[src/include/cbc_pkg.sv]
package cbc_pkg;
	// bus clock and strobe timing, figures in ns, SYNC_LAT in cycles
	localparam int CLK_PERIOD_NS = 100;
	localparam int RD_PULSE_NS   = 235;  // least read / acknowledge strobe width
	localparam int WR_PULSE_NS   = 165;  // least write strobe width
	localparam int WR_SETUP_NS   = 240;  // least data setup to write strobe end
	localparam int RD_GAP_NS     = 160;  // least gap between read-type strobes
	localparam int WR_GAP_NS     = 190;  // least gap between write strobes
	localparam int CMD_GAP_NS    = 500;  // least gap between whole commands
	localparam int SYNC_LAT      = 2;    // extra cycles the pin synchroniser costs
	localparam int WR_NS_MAX     = (WR_PULSE_NS > WR_SETUP_NS) ? WR_PULSE_NS : WR_SETUP_NS;
	localparam int GAP_NS_MAX    = (RD_GAP_NS > WR_GAP_NS) ? RD_GAP_NS : WR_GAP_NS;

	// derived cycle counts, least times rounded up
	localparam logic [3:0] RD_CYC  =
		4'((RD_PULSE_NS + CLK_PERIOD_NS - 1) / CLK_PERIOD_NS + SYNC_LAT);
	localparam logic [3:0] WR_CYC  = 4'((WR_NS_MAX + CLK_PERIOD_NS - 1) / CLK_PERIOD_NS);
	localparam logic [3:0] REC_CYC = 4'((GAP_NS_MAX + CLK_PERIOD_NS - 1) / CLK_PERIOD_NS);
	localparam logic [3:0] GAP_CYC = 4'((CMD_GAP_NS + CLK_PERIOD_NS - 1) / CLK_PERIOD_NS);

	// system shape: one master plus up to eight slaves
	localparam int         NUM_CTRL = 9;
	localparam logic [3:0] NUM_TGT  = 4'h9;
	localparam int         DATA_W   = 8;
	localparam int         CAS_W    = 3;
	localparam int         IN_W     = DATA_W + CAS_W + 2;

	// register byte offsets on the AXI4-Lite slave
	localparam int         ADDR_W     = 5;
	localparam logic [4:0] OFS_CTRL   = 5'h00;
	localparam logic [4:0] OFS_CMD    = 5'h04;
	localparam logic [4:0] OFS_STATUS = 5'h08;
	localparam logic [4:0] OFS_RDATA  = 5'h0C;
	localparam logic [4:0] OFS_VECTOR = 5'h10;

	// control register fields
	localparam int         CTRL_BUF_BIT    = 0;
	localparam int         CTRL_MASTER_BIT = 1;
	localparam int         CTRL_CPU16_BIT  = 2;
	localparam logic [2:0] CTRL_RESET      = 3'h2;

	// command register fields
	localparam int CMD_DATA_LSB = 0;
	localparam int CMD_A0_BIT   = 8;
	localparam int CMD_TGT_LSB  = 12;
	localparam int CMD_TGT2_LSB = 16;
	localparam int CMD_OP_LSB   = 20;
	localparam logic [2:0] OP_WRITE = 3'h1;
	localparam logic [2:0] OP_READ  = 3'h2;
	localparam logic [2:0] OP_ACK   = 3'h3;
	localparam logic [2:0] OP_EOI2  = 3'h4;
	localparam logic [2:0] OP_INIT4 = 3'h5;

	// status register fields, error bits are write-one-to-clear
	localparam int ST_BUSY_BIT = 0;
	localparam int ST_INT_BIT  = 1;
	localparam int ST_EN_BIT   = 2;
	localparam int ST_CAS_LSB  = 4;
	localparam int ST_ERR_BUF  = 8;
	localparam int ST_ERR_CAS  = 9;
	localparam int ST_ERR_REF  = 10;

	// fourth init word bits
	localparam int FOURTH_BUF_BIT    = 3;
	localparam int FOURTH_MASTER_BIT = 2;

	// strobe kinds and AXI answers
	localparam logic [1:0] K_WR     = 2'h0;
	localparam logic [1:0] K_RD     = 2'h1;
	localparam logic [1:0] K_ACK    = 2'h2;
	localparam logic [1:0] RESP_OK  = 2'h0;
	localparam logic [1:0] RESP_ERR = 2'h2;

	typedef enum logic [2:0] {ST_IDLE, ST_SETUP, ST_STROBE, ST_RECOVER, ST_GAP} cbc_state_e;

	// pins driven toward the controllers
	typedef struct packed {
		logic [NUM_CTRL-1:0] cs_n;
		logic                a0;
		logic                rd_n;
		logic                wr_n;
		logic                interrupt_acknowledge_n;
		logic [DATA_W-1:0]   data_out;
		logic                data_oe;
		logic                bus_buffer_enable_out_drv;
		logic                bus_buffer_enable_out_oe;
	} cbc_pins_s;
endpackage

[src/rtl/cbc_host.sv]
// Decided for this implementation: the AXI4-Lite slave port and the register offsets.
`timescale 1ns/10ps
// Functional notes
// [RULE_01] device enables buffers while driving data
// [RULE_02] bit 3 of fourth word selects buffering
// [RULE_03] buffered role comes from fourth word bit 2
// [RULE_04] one master, eight slaves, 64 levels
// [RULE_05] master drives 3-bit slave id
// [RULE_06] slave answers only on matching id
// [RULE_07] slave returns vector in later acknowledge bytes
// [RULE_08] cascade lines low idle, held across sequence
// [RULE_09] each controller initialised separately
// [RULE_10] end-of-service sent to master and slave
// [RULE_11] slave supports automatic service clear
// [RULE_12] cascade driven only for slave inputs
// [RULE_13] use slave id 0 last
// [RULE_14] separate chip select per controller
// [RULE_15] special nested master sees higher slave requests
// [RULE_16] unbuffered pin selects master high, slave low
module cbc_host (
	input  wire logic                      aclk,
	input  wire logic                      aresetn,
	input  wire logic                      ce,
	input  wire logic [cbc_pkg::ADDR_W-1:0] s_axi_awaddr,
	input  wire logic                      s_axi_awvalid,
	output logic                           s_axi_awready,
	input  wire logic [31:0]               s_axi_wdata,
	input  wire logic [3:0]                s_axi_wstrb,
	input  wire logic                      s_axi_wvalid,
	output logic                           s_axi_wready,
	output logic [1:0]                     s_axi_bresp,
	output logic                           s_axi_bvalid,
	input  wire logic                      s_axi_bready,
	input  wire logic [cbc_pkg::ADDR_W-1:0] s_axi_araddr,
	input  wire logic                      s_axi_arvalid,
	output logic                           s_axi_arready,
	output logic [31:0]                    s_axi_rdata,
	output logic [1:0]                     s_axi_rresp,
	output logic                           s_axi_rvalid,
	input  wire logic                      s_axi_rready,
	output cbc_pkg::cbc_pins_s             pins,
	input  wire logic [7:0]                data_in,
	input  wire logic [2:0]                cascade_select_lines,
	input  wire logic                      int_in,
	input  wire logic                      bus_buffer_enable_out_in
);
	////////////////////////////////////////////////////////////////////////
	// declarations
	logic [cbc_pkg::IN_W-1:0]   sync1, sync2, sync3, in_st;  // pin synchroniser
	logic [7:0]                 data_st;                     // settled data bus
	logic [2:0]                 cas_st;                      // settled cascade lines
	logic                       int_st;                      // settled interrupt
	logic                       en_st;                       // settled buffer enable, low active
	logic                       aw_full, w_full;             // write channels held
	logic [cbc_pkg::ADDR_W-1:0] awaddr_r;
	logic [31:0]                wdata_r;
	logic [3:0]                 wstrb_r;
	logic                       wr_fire, wr_hit, cmd_wr;
	logic [2:0]                 ctrl;                        // buffered, master, 16-bit format
	cbc_pkg::cbc_state_e        state;
	logic [3:0]                 cnt;                         // cycles left in state
	logic [1:0]                 phase, nphase;               // strobe index, strobes per op
	logic [2:0]                 op_r;
	logic [7:0]                 byte_r;                      // byte to drive on writes
	logic                       a0_r;
	logic [3:0]                 tgt_r, tgt2_r;               // chip select indices
	logic [1:0]                 kind;                        // strobe kind of this phase
	logic [3:0]                 cur_tgt;
	logic                       in_cycle;                    // setup, strobe or recover
	logic                       strobe_end;
	logic [7:0]                 rdata_r;                     // last read byte
	logic [23:0]                vec_r;                       // acknowledge bytes 1..3
	logic [2:0]                 cas_seen;                    // cascade id during acknowledge
	logic                       err_buf, err_cas, err_ref;
	logic [2:0]                 c_op;
	logic [3:0]                 c_tgt, c_tgt2;
	logic [7:0]                 c_byte;
	logic                       start;
	logic [31:0]                rd_word;
	logic                       rd_hit;
	logic [2:0]                 ack_falls;                   // helper for checks only

	////////////////////////////////////////////////////////////////////////
	// pin synchroniser: a change counts once stages two and three agree
	always_ff @(posedge aclk) begin
		if (!aresetn) begin
			sync1 <= '0;
			sync2 <= '0;
			sync3 <= '0;
			in_st <= '0;
		end else if (ce) begin
			sync1 <= {data_in, cascade_select_lines, int_in, bus_buffer_enable_out_in};
			sync2 <= sync1;
			sync3 <= sync2;
			in_st <= (~(sync2 ^ sync3) & sync3) | ((sync2 ^ sync3) & in_st);
		end
	end
	assign data_st = in_st[12:5];
	assign cas_st  = in_st[4:2];
	assign int_st  = in_st[1];
	assign en_st   = in_st[0];

	////////////////////////////////////////////////////////////////////////
	// AXI4-Lite write side: address and data taken in either order
	assign s_axi_awready = ce && !aw_full;
	assign s_axi_wready  = ce && !w_full;
	assign wr_fire       = ce && aw_full && w_full && !s_axi_bvalid;
	assign wr_hit        = (awaddr_r == cbc_pkg::OFS_CTRL) || (awaddr_r == cbc_pkg::OFS_CMD) ||
		(awaddr_r == cbc_pkg::OFS_STATUS);
	assign cmd_wr        = wr_fire && (awaddr_r == cbc_pkg::OFS_CMD);

	always_ff @(posedge aclk) begin
		if (!aresetn) begin
			aw_full      <= 1'b0;
			w_full       <= 1'b0;
			awaddr_r     <= '0;
			wdata_r      <= '0;
			wstrb_r      <= '0;
			s_axi_bvalid <= 1'b0;
			s_axi_bresp  <= cbc_pkg::RESP_OK;
		end else if (ce) begin
			if (s_axi_awvalid && s_axi_awready) begin
				aw_full  <= 1'b1;
				awaddr_r <= s_axi_awaddr;
			end
			if (s_axi_wvalid && s_axi_wready) begin
				w_full  <= 1'b1;
				wdata_r <= s_axi_wdata;
				wstrb_r <= s_axi_wstrb;
			end
			if (wr_fire) begin
				aw_full      <= 1'b0;
				w_full       <= 1'b0;
				s_axi_bvalid <= 1'b1;
				s_axi_bresp  <= wr_hit ? cbc_pkg::RESP_OK : cbc_pkg::RESP_ERR;
			end else if (s_axi_bvalid && s_axi_bready) begin
				s_axi_bvalid <= 1'b0;
			end
		end
	end

	// control register, low byte lane only
	always_ff @(posedge aclk) begin
		if (!aresetn) begin
			ctrl <= cbc_pkg::CTRL_RESET;
		end else if (ce && wr_fire && awaddr_r == cbc_pkg::OFS_CTRL && wstrb_r[0]) begin
			ctrl <= wdata_r[2:0];
		end
	end

	////////////////////////////////////////////////////////////////////////
	// command decode; fourth word gets its mode bits from control
	assign c_op   = wdata_r[cbc_pkg::CMD_OP_LSB +: 3];
	assign c_tgt  = wdata_r[cbc_pkg::CMD_TGT_LSB +: 4];
	assign c_tgt2 = wdata_r[cbc_pkg::CMD_TGT2_LSB +: 4];

	always_comb begin
		// automatic clear and nesting bits pass as software gives them
		c_byte = wdata_r[cbc_pkg::CMD_DATA_LSB +: 8]; // see [RULE_11] [RULE_15]
		if (c_op == cbc_pkg::OP_INIT4) begin
			c_byte[cbc_pkg::FOURTH_BUF_BIT]    = ctrl[cbc_pkg::CTRL_BUF_BIT];    // see [RULE_02]
			c_byte[cbc_pkg::FOURTH_MASTER_BIT] = ctrl[cbc_pkg::CTRL_MASTER_BIT]; // see [RULE_03]
		end
	end

	// bad target or unknown op is refused, as is any command while busy
	assign start = cmd_wr && (state == cbc_pkg::ST_IDLE) && (c_tgt < cbc_pkg::NUM_TGT) && // see [RULE_14]
		(c_op != cbc_pkg::OP_EOI2 || c_tgt2 < cbc_pkg::NUM_TGT) &&
		(c_op >= cbc_pkg::OP_WRITE) && (c_op <= cbc_pkg::OP_INIT4);

	// strobe kind and chip select of the current phase
	always_comb begin
		kind    = cbc_pkg::K_WR;
		cur_tgt = tgt_r;
		case (op_r)
			cbc_pkg::OP_READ: kind = cbc_pkg::K_RD;
			cbc_pkg::OP_ACK:  kind = cbc_pkg::K_ACK;
			cbc_pkg::OP_EOI2: cur_tgt = (phase == 2'h0) ? tgt_r : tgt2_r; // see [RULE_10]
			default:          kind = cbc_pkg::K_WR;
		endcase
	end

	assign in_cycle   = (state == cbc_pkg::ST_SETUP) || (state == cbc_pkg::ST_STROBE) ||
		(state == cbc_pkg::ST_RECOVER);
	assign strobe_end = ce && (state == cbc_pkg::ST_STROBE) && (cnt == 4'h0);

	////////////////////////////////////////////////////////////////////////
	// sequencer: setup, strobe, recover per phase, then command gap
	always_ff @(posedge aclk) begin
		if (!aresetn) begin
			state  <= cbc_pkg::ST_IDLE;
			cnt    <= 4'h0;
			phase  <= 2'h0;
			nphase <= 2'h1;
			op_r   <= cbc_pkg::OP_WRITE;
			byte_r <= 8'h00;
			a0_r   <= 1'b0;
			tgt_r  <= 4'h0;
			tgt2_r <= 4'h0;
		end else if (ce) begin
			case (state)
				cbc_pkg::ST_IDLE: begin
					if (start) begin
						state  <= cbc_pkg::ST_SETUP;
						phase  <= 2'h0;
						op_r   <= c_op;
						byte_r <= c_byte;
						a0_r   <= wdata_r[cbc_pkg::CMD_A0_BIT] || (c_op == cbc_pkg::OP_INIT4);
						tgt_r  <= c_tgt;
						tgt2_r <= c_tgt2;
						// two bytes in 16-bit format, three in 8-bit format
						if (c_op == cbc_pkg::OP_ACK) begin
							nphase <= ctrl[cbc_pkg::CTRL_CPU16_BIT] ? 2'h2 : 2'h3;
						end else if (c_op == cbc_pkg::OP_EOI2) begin
							nphase <= 2'h2; // see [RULE_10]
						end else begin
							nphase <= 2'h1;
						end
					end
				end
				cbc_pkg::ST_SETUP: begin
					state <= cbc_pkg::ST_STROBE;
					cnt   <= ((kind == cbc_pkg::K_WR) ? cbc_pkg::WR_CYC : cbc_pkg::RD_CYC) - 4'h1;
				end
				cbc_pkg::ST_STROBE: begin
					if (cnt == 4'h0) begin
						state <= cbc_pkg::ST_RECOVER;
						cnt   <= cbc_pkg::REC_CYC - 4'h1;
					end else begin
						cnt <= cnt - 4'h1;
					end
				end
				cbc_pkg::ST_RECOVER: begin
					if (cnt != 4'h0) begin
						cnt <= cnt - 4'h1;
					end else if (phase == nphase - 2'h1) begin
						state <= cbc_pkg::ST_GAP; // see [RULE_09]
						cnt   <= cbc_pkg::GAP_CYC - 4'h1;
					end else begin
						state <= cbc_pkg::ST_SETUP;
						phase <= phase + 2'h1;
					end
				end
				cbc_pkg::ST_GAP: begin
					if (cnt == 4'h0) begin
						state <= cbc_pkg::ST_IDLE;
					end else begin
						cnt <= cnt - 4'h1;
					end
				end
				default: state <= cbc_pkg::ST_IDLE;
			endcase
		end
	end

	////////////////////////////////////////////////////////////////////////
	// capture read byte and acknowledge bytes at the strobe end
	always_ff @(posedge aclk) begin
		if (!aresetn) begin
			rdata_r  <= 8'h00;
			vec_r    <= 24'h000000;
			cas_seen <= 3'h0;
		end else if (strobe_end) begin
			if (kind == cbc_pkg::K_RD) begin
				rdata_r <= data_st;
			end
			if (kind == cbc_pkg::K_ACK) begin
				vec_r[phase*8 +: 8] <= data_st; // chosen slave's vector, see [RULE_06]
				cas_seen            <= cas_st;  // id put out, see [RULE_05]
			end
		end
	end

	// sticky errors: hardware set wins over software clear
	always_ff @(posedge aclk) begin
		if (!aresetn) begin
			err_buf <= 1'b0;
			err_cas <= 1'b0;
			err_ref <= 1'b0;
		end else if (ce) begin
			if (wr_fire && awaddr_r == cbc_pkg::OFS_STATUS && wstrb_r[1]) begin
				err_buf <= err_buf & ~wdata_r[cbc_pkg::ST_ERR_BUF];
				err_cas <= err_cas & ~wdata_r[cbc_pkg::ST_ERR_CAS];
				err_ref <= err_ref & ~wdata_r[cbc_pkg::ST_ERR_REF];
			end
			// buffered: enable low while device drives, high when idle
			if (ctrl[cbc_pkg::CTRL_BUF_BIT] && ((strobe_end && kind != cbc_pkg::K_WR && en_st) ||
				(state == cbc_pkg::ST_IDLE && !en_st))) begin
				err_buf <= 1'b1; // see [RULE_01]
			end
			// cascade low when idle, same id on every later acknowledge byte
			if ((state == cbc_pkg::ST_IDLE && cas_st != 3'h0) || (strobe_end &&
				kind == cbc_pkg::K_ACK && phase != 2'h0 && cas_st != cas_seen)) begin
				err_cas <= 1'b1; // see [RULE_08] [RULE_12]
			end
			if (cmd_wr && !start) begin
				err_ref <= 1'b1;
			end
		end
	end

	////////////////////////////////////////////////////////////////////////
	// pin drive, decoded from registered state
	always_comb begin
		pins                         = '0;
		pins.cs_n                    = '1;
		if (in_cycle && kind != cbc_pkg::K_ACK) begin
			pins.cs_n = ~(9'h001 << cur_tgt); // see [RULE_14]
		end
		pins.a0                      = a0_r && (kind != cbc_pkg::K_ACK);
		pins.rd_n                    = !(state == cbc_pkg::ST_STROBE && kind == cbc_pkg::K_RD);
		pins.wr_n                    = !(state == cbc_pkg::ST_STROBE && kind == cbc_pkg::K_WR);
		pins.interrupt_acknowledge_n = !(state == cbc_pkg::ST_STROBE && kind == cbc_pkg::K_ACK);
		pins.data_out                = byte_r;
		pins.data_oe                 = in_cycle && (kind == cbc_pkg::K_WR);
		// strap the role only while the pin is an input to the device
		pins.bus_buffer_enable_out_drv = ctrl[cbc_pkg::CTRL_MASTER_BIT]; // see [RULE_16]
		pins.bus_buffer_enable_out_oe  = !ctrl[cbc_pkg::CTRL_BUF_BIT];   // see [RULE_03]
	end

	////////////////////////////////////////////////////////////////////////
	// AXI4-Lite read side
	assign s_axi_arready = ce && !s_axi_rvalid;

	always_comb begin
		rd_word = 32'h00000000;
		rd_hit  = 1'b1;
		case (s_axi_araddr)
			cbc_pkg::OFS_CTRL:   rd_word[2:0] = ctrl;
			cbc_pkg::OFS_STATUS: begin
				rd_word[cbc_pkg::ST_BUSY_BIT]     = (state != cbc_pkg::ST_IDLE);
				rd_word[cbc_pkg::ST_INT_BIT]      = int_st;
				rd_word[cbc_pkg::ST_EN_BIT]       = en_st;
				rd_word[cbc_pkg::ST_CAS_LSB +: 3] = cas_seen;
				rd_word[cbc_pkg::ST_ERR_BUF]      = err_buf;
				rd_word[cbc_pkg::ST_ERR_CAS]      = err_cas;
				rd_word[cbc_pkg::ST_ERR_REF]      = err_ref;
			end
			cbc_pkg::OFS_CMD:    rd_word[7:0] = byte_r;
			cbc_pkg::OFS_RDATA:  rd_word[7:0] = rdata_r;
			cbc_pkg::OFS_VECTOR: rd_word[23:0] = vec_r;
			default:             rd_hit = 1'b0;
		endcase
	end

	always_ff @(posedge aclk) begin
		if (!aresetn) begin
			s_axi_rvalid <= 1'b0;
			s_axi_rdata  <= 32'h00000000;
			s_axi_rresp  <= cbc_pkg::RESP_OK;
		end else if (ce) begin
			if (s_axi_arvalid && s_axi_arready) begin
				s_axi_rvalid <= 1'b1;
				s_axi_rdata  <= rd_word;
				s_axi_rresp  <= rd_hit ? cbc_pkg::RESP_OK : cbc_pkg::RESP_ERR;
			end else if (s_axi_rready) begin
				s_axi_rvalid <= 1'b0;
			end
		end
	end

	////////////////////////////////////////////////////////////////////////
	// checks; helper counts acknowledge pulses of one sequence
	always_ff @(posedge aclk) begin
		if (!aresetn || (ce && state == cbc_pkg::ST_IDLE)) begin
			ack_falls <= 3'h0;
		end else if (ce && state == cbc_pkg::ST_SETUP && kind == cbc_pkg::K_ACK) begin
			ack_falls <= ack_falls + 3'h1;
		end
	end

	AST_ROLE_STRAP: assert property (@(posedge aclk) disable iff (!aresetn) // see [RULE_16]
		!ctrl[cbc_pkg::CTRL_BUF_BIT] |-> pins.bus_buffer_enable_out_oe &&
		pins.bus_buffer_enable_out_drv == ctrl[cbc_pkg::CTRL_MASTER_BIT])
		else $error("role strap not driven while unbuffered");
	AST_ROLE_RELEASE: assert property (@(posedge aclk) disable iff (!aresetn) // see [RULE_03]
		$rose(ctrl[cbc_pkg::CTRL_BUF_BIT]) |-> !pins.bus_buffer_enable_out_oe)
		else $error("role pin still driven in buffered mode");
	AST_ONE_CS: assert property (@(posedge aclk) disable iff (!aresetn) // see [RULE_14]
		$onehot0(~pins.cs_n) && (pins.interrupt_acknowledge_n || pins.cs_n == '1))
		else $error("more than one chip select active");
	AST_INIT4_BITS: assert property (@(posedge aclk) disable iff (!aresetn) // see [RULE_02]
		(start && c_op == cbc_pkg::OP_INIT4) |=> byte_r[3] == $past(ctrl[0]) &&
		byte_r[2] == $past(ctrl[1]) && a0_r)
		else $error("fourth word mode bits wrong");
	AST_EOI_SECOND: assert property (@(posedge aclk) disable iff (!aresetn) // see [RULE_10]
		(op_r == cbc_pkg::OP_EOI2 && state == cbc_pkg::ST_STROBE) |->
		pins.cs_n == ~(9'h001 << ((phase == 2'h0) ? tgt_r : tgt2_r)))
		else $error("end-of-service sent to wrong controller");
	AST_ACK_COUNT: assert property (@(posedge aclk) disable iff (!aresetn) // see [RULE_07]
		(state == cbc_pkg::ST_GAP && op_r == cbc_pkg::OP_ACK) |->
		ack_falls == {1'b0, nphase} && nphase == (ctrl[2] ? 2'h2 : 2'h3) || $changed(ctrl))
		else $error("acknowledge pulse count wrong");
	AST_WR_WIDTH: assert property (@(posedge aclk) disable iff (!aresetn) // see [RULE_09]
		$fell(pins.wr_n) |-> (!pins.wr_n && pins.cs_n != '1 && pins.data_oe)[*3])
		else $error("write strobe too short");
	AST_GAP_QUIET: assert property (@(posedge aclk) disable iff (!aresetn) // see [RULE_09]
		(state == cbc_pkg::ST_GAP) |-> pins.cs_n == '1 && pins.rd_n && pins.wr_n &&
		pins.interrupt_acknowledge_n)
		else $error("bus active during command gap");
	AST_REFUSE: assert property (@(posedge aclk) disable iff (!aresetn) // see [RULE_04]
		(cmd_wr && c_tgt >= cbc_pkg::NUM_TGT) |=> err_ref && $stable(op_r))
		else $error("bad chip select index not refused");
endmodule

[config.mk]
export PLATFORM = sky130hd
export DESIGN_NAME = cbc_host
export DESIGN_NICKNAME = d
export VERILOG_FILES = /design/src/include/cbc_pkg.sv /design/src/rtl/cbc_host.sv
export SDC_FILE = /design/constraint.sdc
export NUM_CORES = 1
export LEC_CHECK = 0
export ABC_CLOCK_PERIOD_IN_PS = 2200
export BUFFER_PORTS_ARGS = -buffer_cell sky130_fd_sc_hd__buf_2
export CORE_MARGIN = 5
export CORE_UTILIZATION = 45
export DETAILED_ROUTE_END_ITERATION = 10
export PLACE_DENSITY = 0.66
export SYNTH_ARGS = -nofsm -noshare
export SYNTH_HDL_FRONTEND = slang
export SYNTH_SLANG_ARGS = --single-unit
[constraint.sdc]
create_clock -name aclk -period 2.2 [get_ports aclk]
set_input_delay 0.11 -clock aclk [delete_from_list [all_inputs] [get_ports aclk]]
set_output_delay 0.11 -clock aclk [all_outputs]
set_load 0.1 [all_outputs]
# Word level (Yosys, flattened, before mapping)
# Index checks and enable logic that the tools add are counted.
totals:
  wordCells: 225
  ff_bits: 186
  out_inout_bits: 65
  input_bits: 67
classes:
  n_mux: 48
  addsub: 5
  eq_ne: 29
  shift: 3
  reduce_logical: 94
  bitwise: 12
  n_lt_le_gt_ge: 4
op_table:
  columns: ["op", "count"]
  rows:
  - ["$logic_and A1 B1 Y1", 38]
  - ["$neg A5 Y34", 1]
  - ["$shift A8 B34 Y24 const A", 1]
  - ["$shiftx A8 B34 Y24", 1]
  - ["$pmux W3 S5", 2]
  - ["$and A13 B13 Y13", 2]
  - ["$reduce_and A2 Y1", 13]
  - ["$bwmux W24", 1]
  - ["$mux W4", 6]
  - ["$reduce_bool A2 Y1", 10]
  - ["$mux W3", 6]
  - ["$mux W1", 16]
  - ["$mux W2", 8]
  - ["$pmux W4 S4", 1]
  - ["$eq A3 B2 Y1 const B", 5]
  - ["$eq A5 B4 Y1 const B", 3]
  - ["$ne A2 B2 Y1 const B", 7]
  - ["$mux W13", 1]
  - ["$not A13 Y13", 1]
  - ["$or A13 B13 Y13", 1]
  - ["$xor A13 B13 Y13", 1]
  - ["$eq A3 B3 Y1 const B", 4]
  - ["$pmux W3 S4", 1]
  - ["$eq A5 B3 Y1 const B", 2]
  - ["other kinds (35)", 63]

# Depth between registers and ports, before layout
logic_depth:
  ltp_word: 13
  mapped_depth: 9
  ltp_nobuf: 7

# Worst setup path after synthesis
# Ideal clock, no wire load.
synth_path:
  path_kind: "register to register"
  startpoint: "register s_axi_rvalid"
  endpoint: "register s_axi_rdata[8]"
  stages_incl_launch_ff: 7
  slack_ps: -1085
  t_arrival_ps: 3205
  required_ps: 2120
  n_path_buf: 2
  cell_sequence: "dfxtp_1 nor2b_1 and2_1 clkbuf_1 clkbuf_1 nor2_1 nor3b_1"
synth_via:
  elab_chain_cells: 4
synth_rtl:
  columns: ["element", "line_no", "rtl"]
  rows:
  - ["start: declaration", "cbc_host.sv:39", "output logic s_axi_rvalid,"]
  - ["start signal: assignment", "cbc_host.sv:348", "s_axi_rvalid <= 1'b0;"]
  - ["start signal: assignment", "cbc_host.sv:353", "s_axi_rvalid <= 1'b1;"]
  - ["start signal: assignment", "cbc_host.sv:357", "s_axi_rvalid <= 1'b0;"]
  - ["$logic_not A1 Y1", "cbc_host.sv:323", "assign s_axi_arready = ce && !s_axi_rvalid;"]
  - ["$logic_and A1 B1 Y1", "cbc_host.sv:323", null]
  - ["via s_axi_arready", "cbc_host.sv:36", "output logic s_axi_arready,"]
  - ["$logic_and A1 B1 Y1", "cbc_host.sv:352", "if (s_axi_arvalid && s_axi_arready) begin"]
  - ["$reduce_and A2 Y1 (no source line)", null, null]
  - ["end signal: assignment", "cbc_host.sv:354", "s_axi_rdata <= rd_word;"]
  - ["end: declaration", "cbc_host.sv:37", "output logic [31:0] s_axi_rdata,"]
# The timed path passes the listed nets, and every way through them passes these cells.
# A chain may end at the register's enable or synchronous reset.

==> results.txt <==
- Run status: finished, final reports clean
- The congestion estimate from routability-driven global placement came to 0.832.
* TritonCTS clock tree: built
* Proportion of synthesized flip-flops having asynchronous set or reset: 0%
- Detailed placement HPWL: between 10 and 15 mm
- Detail-routed net length per standard cell: roughly 15 um
* Crit. End Element: output port
* Power per Cell Area: between 700 and 800 mW/mm^2
- Post-synthesis instance area: 0.00813 mm^2
- In this run the vertical extent of the chip is 144 um.
* Number of nets with antenna violations after routing: 0
- For this run, design rule violations remaining after detail routing come to 0.
- Max-Cap Viols: 0
* Insertion delay to the later sink of the worst-skew pair: between 400 and 500 ps
- Portion of synthesized cell area occupied by the leading cell type: 45.0%
* Number of pins with negative max-slew slack in the final report: 0
- Initial Util: a little under half
- Crit path max fanout: 6
* Headroom to the max-slew limit: between 40% and 50%
- Initial drt markers: around 470
* Number of enable-type register cells in the synthesized netlist: 0
- In this run the critical register-to-register path is captured at nphase[1].
* Die width: ~140 um
* Cell taking the most area after synthesis: dfxtp_1
- Counting cells, the worst reg-to-reg path comes to 5.
* Antenna diode count: 0
* Worst-case hold slack: 78.2 ps
- Source of the worst register-to-register timing path: state[0]
- Minimum clock period: approximately 2200 ps
- Setup repair after global routing could not meet its margin everywhere.
- Detailed routing inserted a total of roughly 7000 vias.
- During placement, the flow inserted port buffers numbering approximately 110.
* Area of the core: ~0.018 mm^2
- For this run, the register share of the synthesized area comes to a little under half.
- Top area cells in the synthesized netlist: dfxtp_1 45%, nand2_1 8.1%, mux2i_1 7.8%, nor2b_1 5.0%, a21boi_0 5.0%
- Row generation in the floorplan step produced 49 rows.
* Highest ir drop seen on vdd: about 0.59 mV
* Endpoints failing setup: 0
* Arrival time worst endpoint: roughly 2000 ps
* Net switching power figure: 1.83 mW
- Internal reg-to-reg setup slack: 110 ps
- The via count of the first global-routing pass came to 6471.
- Total Die Area: 0.0209 mm^2
* Via density per instance: about 5.2
- Critical hold path startpoint: s_axi_araddr[4]
- At the pin with the least slew margin, the transition time is roughly 750 ps.
- After synthesis, the netlist uses slightly above 60 different library cells.
- Fraction of power consumed by sequential logic: about 46%
- The worst hold path was traced through 4 stages.
* Synthesized instance count: between 900 and 1000
- No sink is reached through more buffers than the 2 on the longest clock path.
- Sum of overflow across all layers after global routing: 0
- Leaving out fill and tap cells, the most frequent cell in the layout is dfxtp_1.
- STA puts the critical path data required time at 2090 ps.
- Total number of clock tree sinks: 183
* Sort of element at the start of the critical path: flop
- Relative to the synthesized area, the layout overhead comes to 29.1%.
- Clock buffers created by TritonCTS: 17
* Clock Tree Root: clkbuf_16
* Commonest non-fill, non-tap cells in the layout: 180 x dfxtp_1, 166 x nand2_1, 97 x buf_2, 64 x nor2b_1, 63 x mux2i_1
- Maximum clock skew at final layout: about 8.4 ps
* Sw frac: between 20% and 30%
- The net count of the finished layout is approximately 1200.
- Sum of routed wire length over all layers: 20.2 mm
* Cell internal pwr: roughly 5.7 mW
- Hold-critical path endpoint: s_axi_rdata[0]
- Wire length of the first global-routing pass: 33.1 mm
- Static timing analysis puts the maximum clock frequency at 463 MHz.
- Clock transition at the registers of the reported paths: 70 ps
* Static Leak: approximately 4.3 nW
* Logic gate share of total power: 8.8%
- Fin crit share: approximately 98%
* Share of power burned in the clock network: a little under half
- Share of final-layout standard cells stronger than drive strength 1: between 20% and 30%
- Worst setup path category: reg -> out
* #FFs+latches synth: around 180
* Hold violation count in the final report: 0
* Filler cell count: 1587
- At the end of the flow the core is filled with cells to around 59%.
- The clock tree synthesis step divided the H-tree into 4 levels.
- The first detailed-routing pass ran for 5 iterations.
- Maximum number of pins on one net before global-route repair: between 60 and 70
* Number of warnings printed during yosys synthesis: 0
- Ports placed on the boundary: 132
- Mapped Avg Cell Area: a little under 9 um^2
- Global router's overall resource usage: about a fifth
- Class of the tightest hold or removal check: in -> reg
- In the synthesized netlist the dominant register cell turns out to be dfxtp_1.
- Antenna violations before repair: 1
==> kinds of logic after synthesis <==
logic type               Yosys count  share of synthesized area (%)
buffers and inverters             79                           4.22
flip-flops                       183                           45.0
adder cells (fa/ha/maj)            5                          0.769
AND/OR/NAND/NOR                  380                           22.9
multiplexers                      68                           8.45
other                              1                         0.0461
XOR/XNOR                           4                          0.431
AO/OA/AOI/OAI                    205                           18.1
==> power groups by stage <==
stage	clock network (mW)	registers, mW	logic [mW]
floorplan	0	3.58	0.373
finish	3.42	3.43	0.658
CTS	3.48	3.43	0.658
detailed placement	0	3.50	0.595
global placement	0	3.50	0.589
global route	3.63	3.43	0.707
==> per-stage QoR <==
step	std cells	power [mW]	worst slack (ps)	area [um^2]	TNS [ps]
CTS	1324	7.57	-38.6	10500	-157
global placement	1238	4.09	127	9200	0
finish	1324	7.51	40.8	10500	0
detailed placement	1238	4.10	96.3	9200	0
floorplan	934	3.95	-217	8210	-652
global route	1324	7.77	-100	10500	-692
==> registers in the layout (all words and copies together), names as in the netlist, 2 cells and up, named ones only <==
signal / flops
s_axi_rdata: 24
vec_r: 24
wdata_r: 22
sync1: 13
sync2: 13
sync3: 13
byte_r: 8
rdata_r: 8
awaddr_r: 5
cnt: 4
tgt2_r: 4
tgt_r: 4
cas_seen: 3
ctrl: 3
op_r: 3
state: 3
nphase: 2
phase: 2
wstrb_r: 2
==> cells in the mapped netlist (all sizes together) (11+ instances only) <==
| cell | count |
|---|---|
| dfxtp | 183 |
| nand2 | 175 |
| a21boi | 95 |
| nor2b | 65 |
| mux2i | 63 |
| nand3 | 54 |
| clkbuf | 48 |
| o21ai | 35 |
| nor2 | 25 |
| buf | 21 |
| a21oi | 14 |
| nor3b | 12 |
| a21o | 11 |
==> worst max-delay path, cell delays in order (launching register included) <==
cell and delay, ps:
dfxtp_4 360, inv_4 40, ha_4 170, nor4b_4 260, buf_6 180, buf_6 100
nor3b_2 30, a31oi_1 140, nor2_1 60, nand2_2 90, buf_12 170
==> worst max path at each step <==
| stage | from | endpoint | slack [ps] | depth (start not counted) |
|---|---|---|---|---|
| 5_1_grt | phase[0] | pins[23] | -100 | 10 |
| 3_5_place_dp | phase[1] | pins[15] | 100 | 8 |
| 3_3_place_gp | phase[1] | pins[15] | 130 | 8 |
| 4_1_cts | phase[1] | pins[23] | -40 | 10 |
| 6_report | phase[1] | pins[23] | 40 | 10 |
| 2_1_floorplan | phase[0] | pins[20] | -220 | 7 |
==> final cells by class <==
cell class | instances | area, um^2 | area share, %
tap | 229 | 287 | 2.73
timing repair buffer | 198 | 1540 | 14.7
sequential | 183 | 3670 | 35.0
inverter | 10 | 42.5 | 0.405
clock buffer | 17 | 425 | 4.05
clock inverter | 15 | 243 | 2.31
multi-input combinational | 672 | 4290 | 40.9
==> routing by layer <==
layer  part of all wire, %  GRT usage (%)
met4                   1.6           5.94
met2                    46           30.9
met3                   5.5           4.96
met5                 0.069              0
met1                    47           27.4
==> timing repair <==
| action | CTS | global route |
|---|---|---|
| resized for setup | 26 | 4 |
| setup endpoints to repair | 9 | 34 |
| pin swaps | 7 | 2 |
| gates cloned | 1 | 0 |
| hold buffers | 46 | 0 |
| buffers inserted | 7 | 0 |
| hold endpoints to repair | 46 | 0 |
No activity file was read; power rests on OpenSTA's default activity.
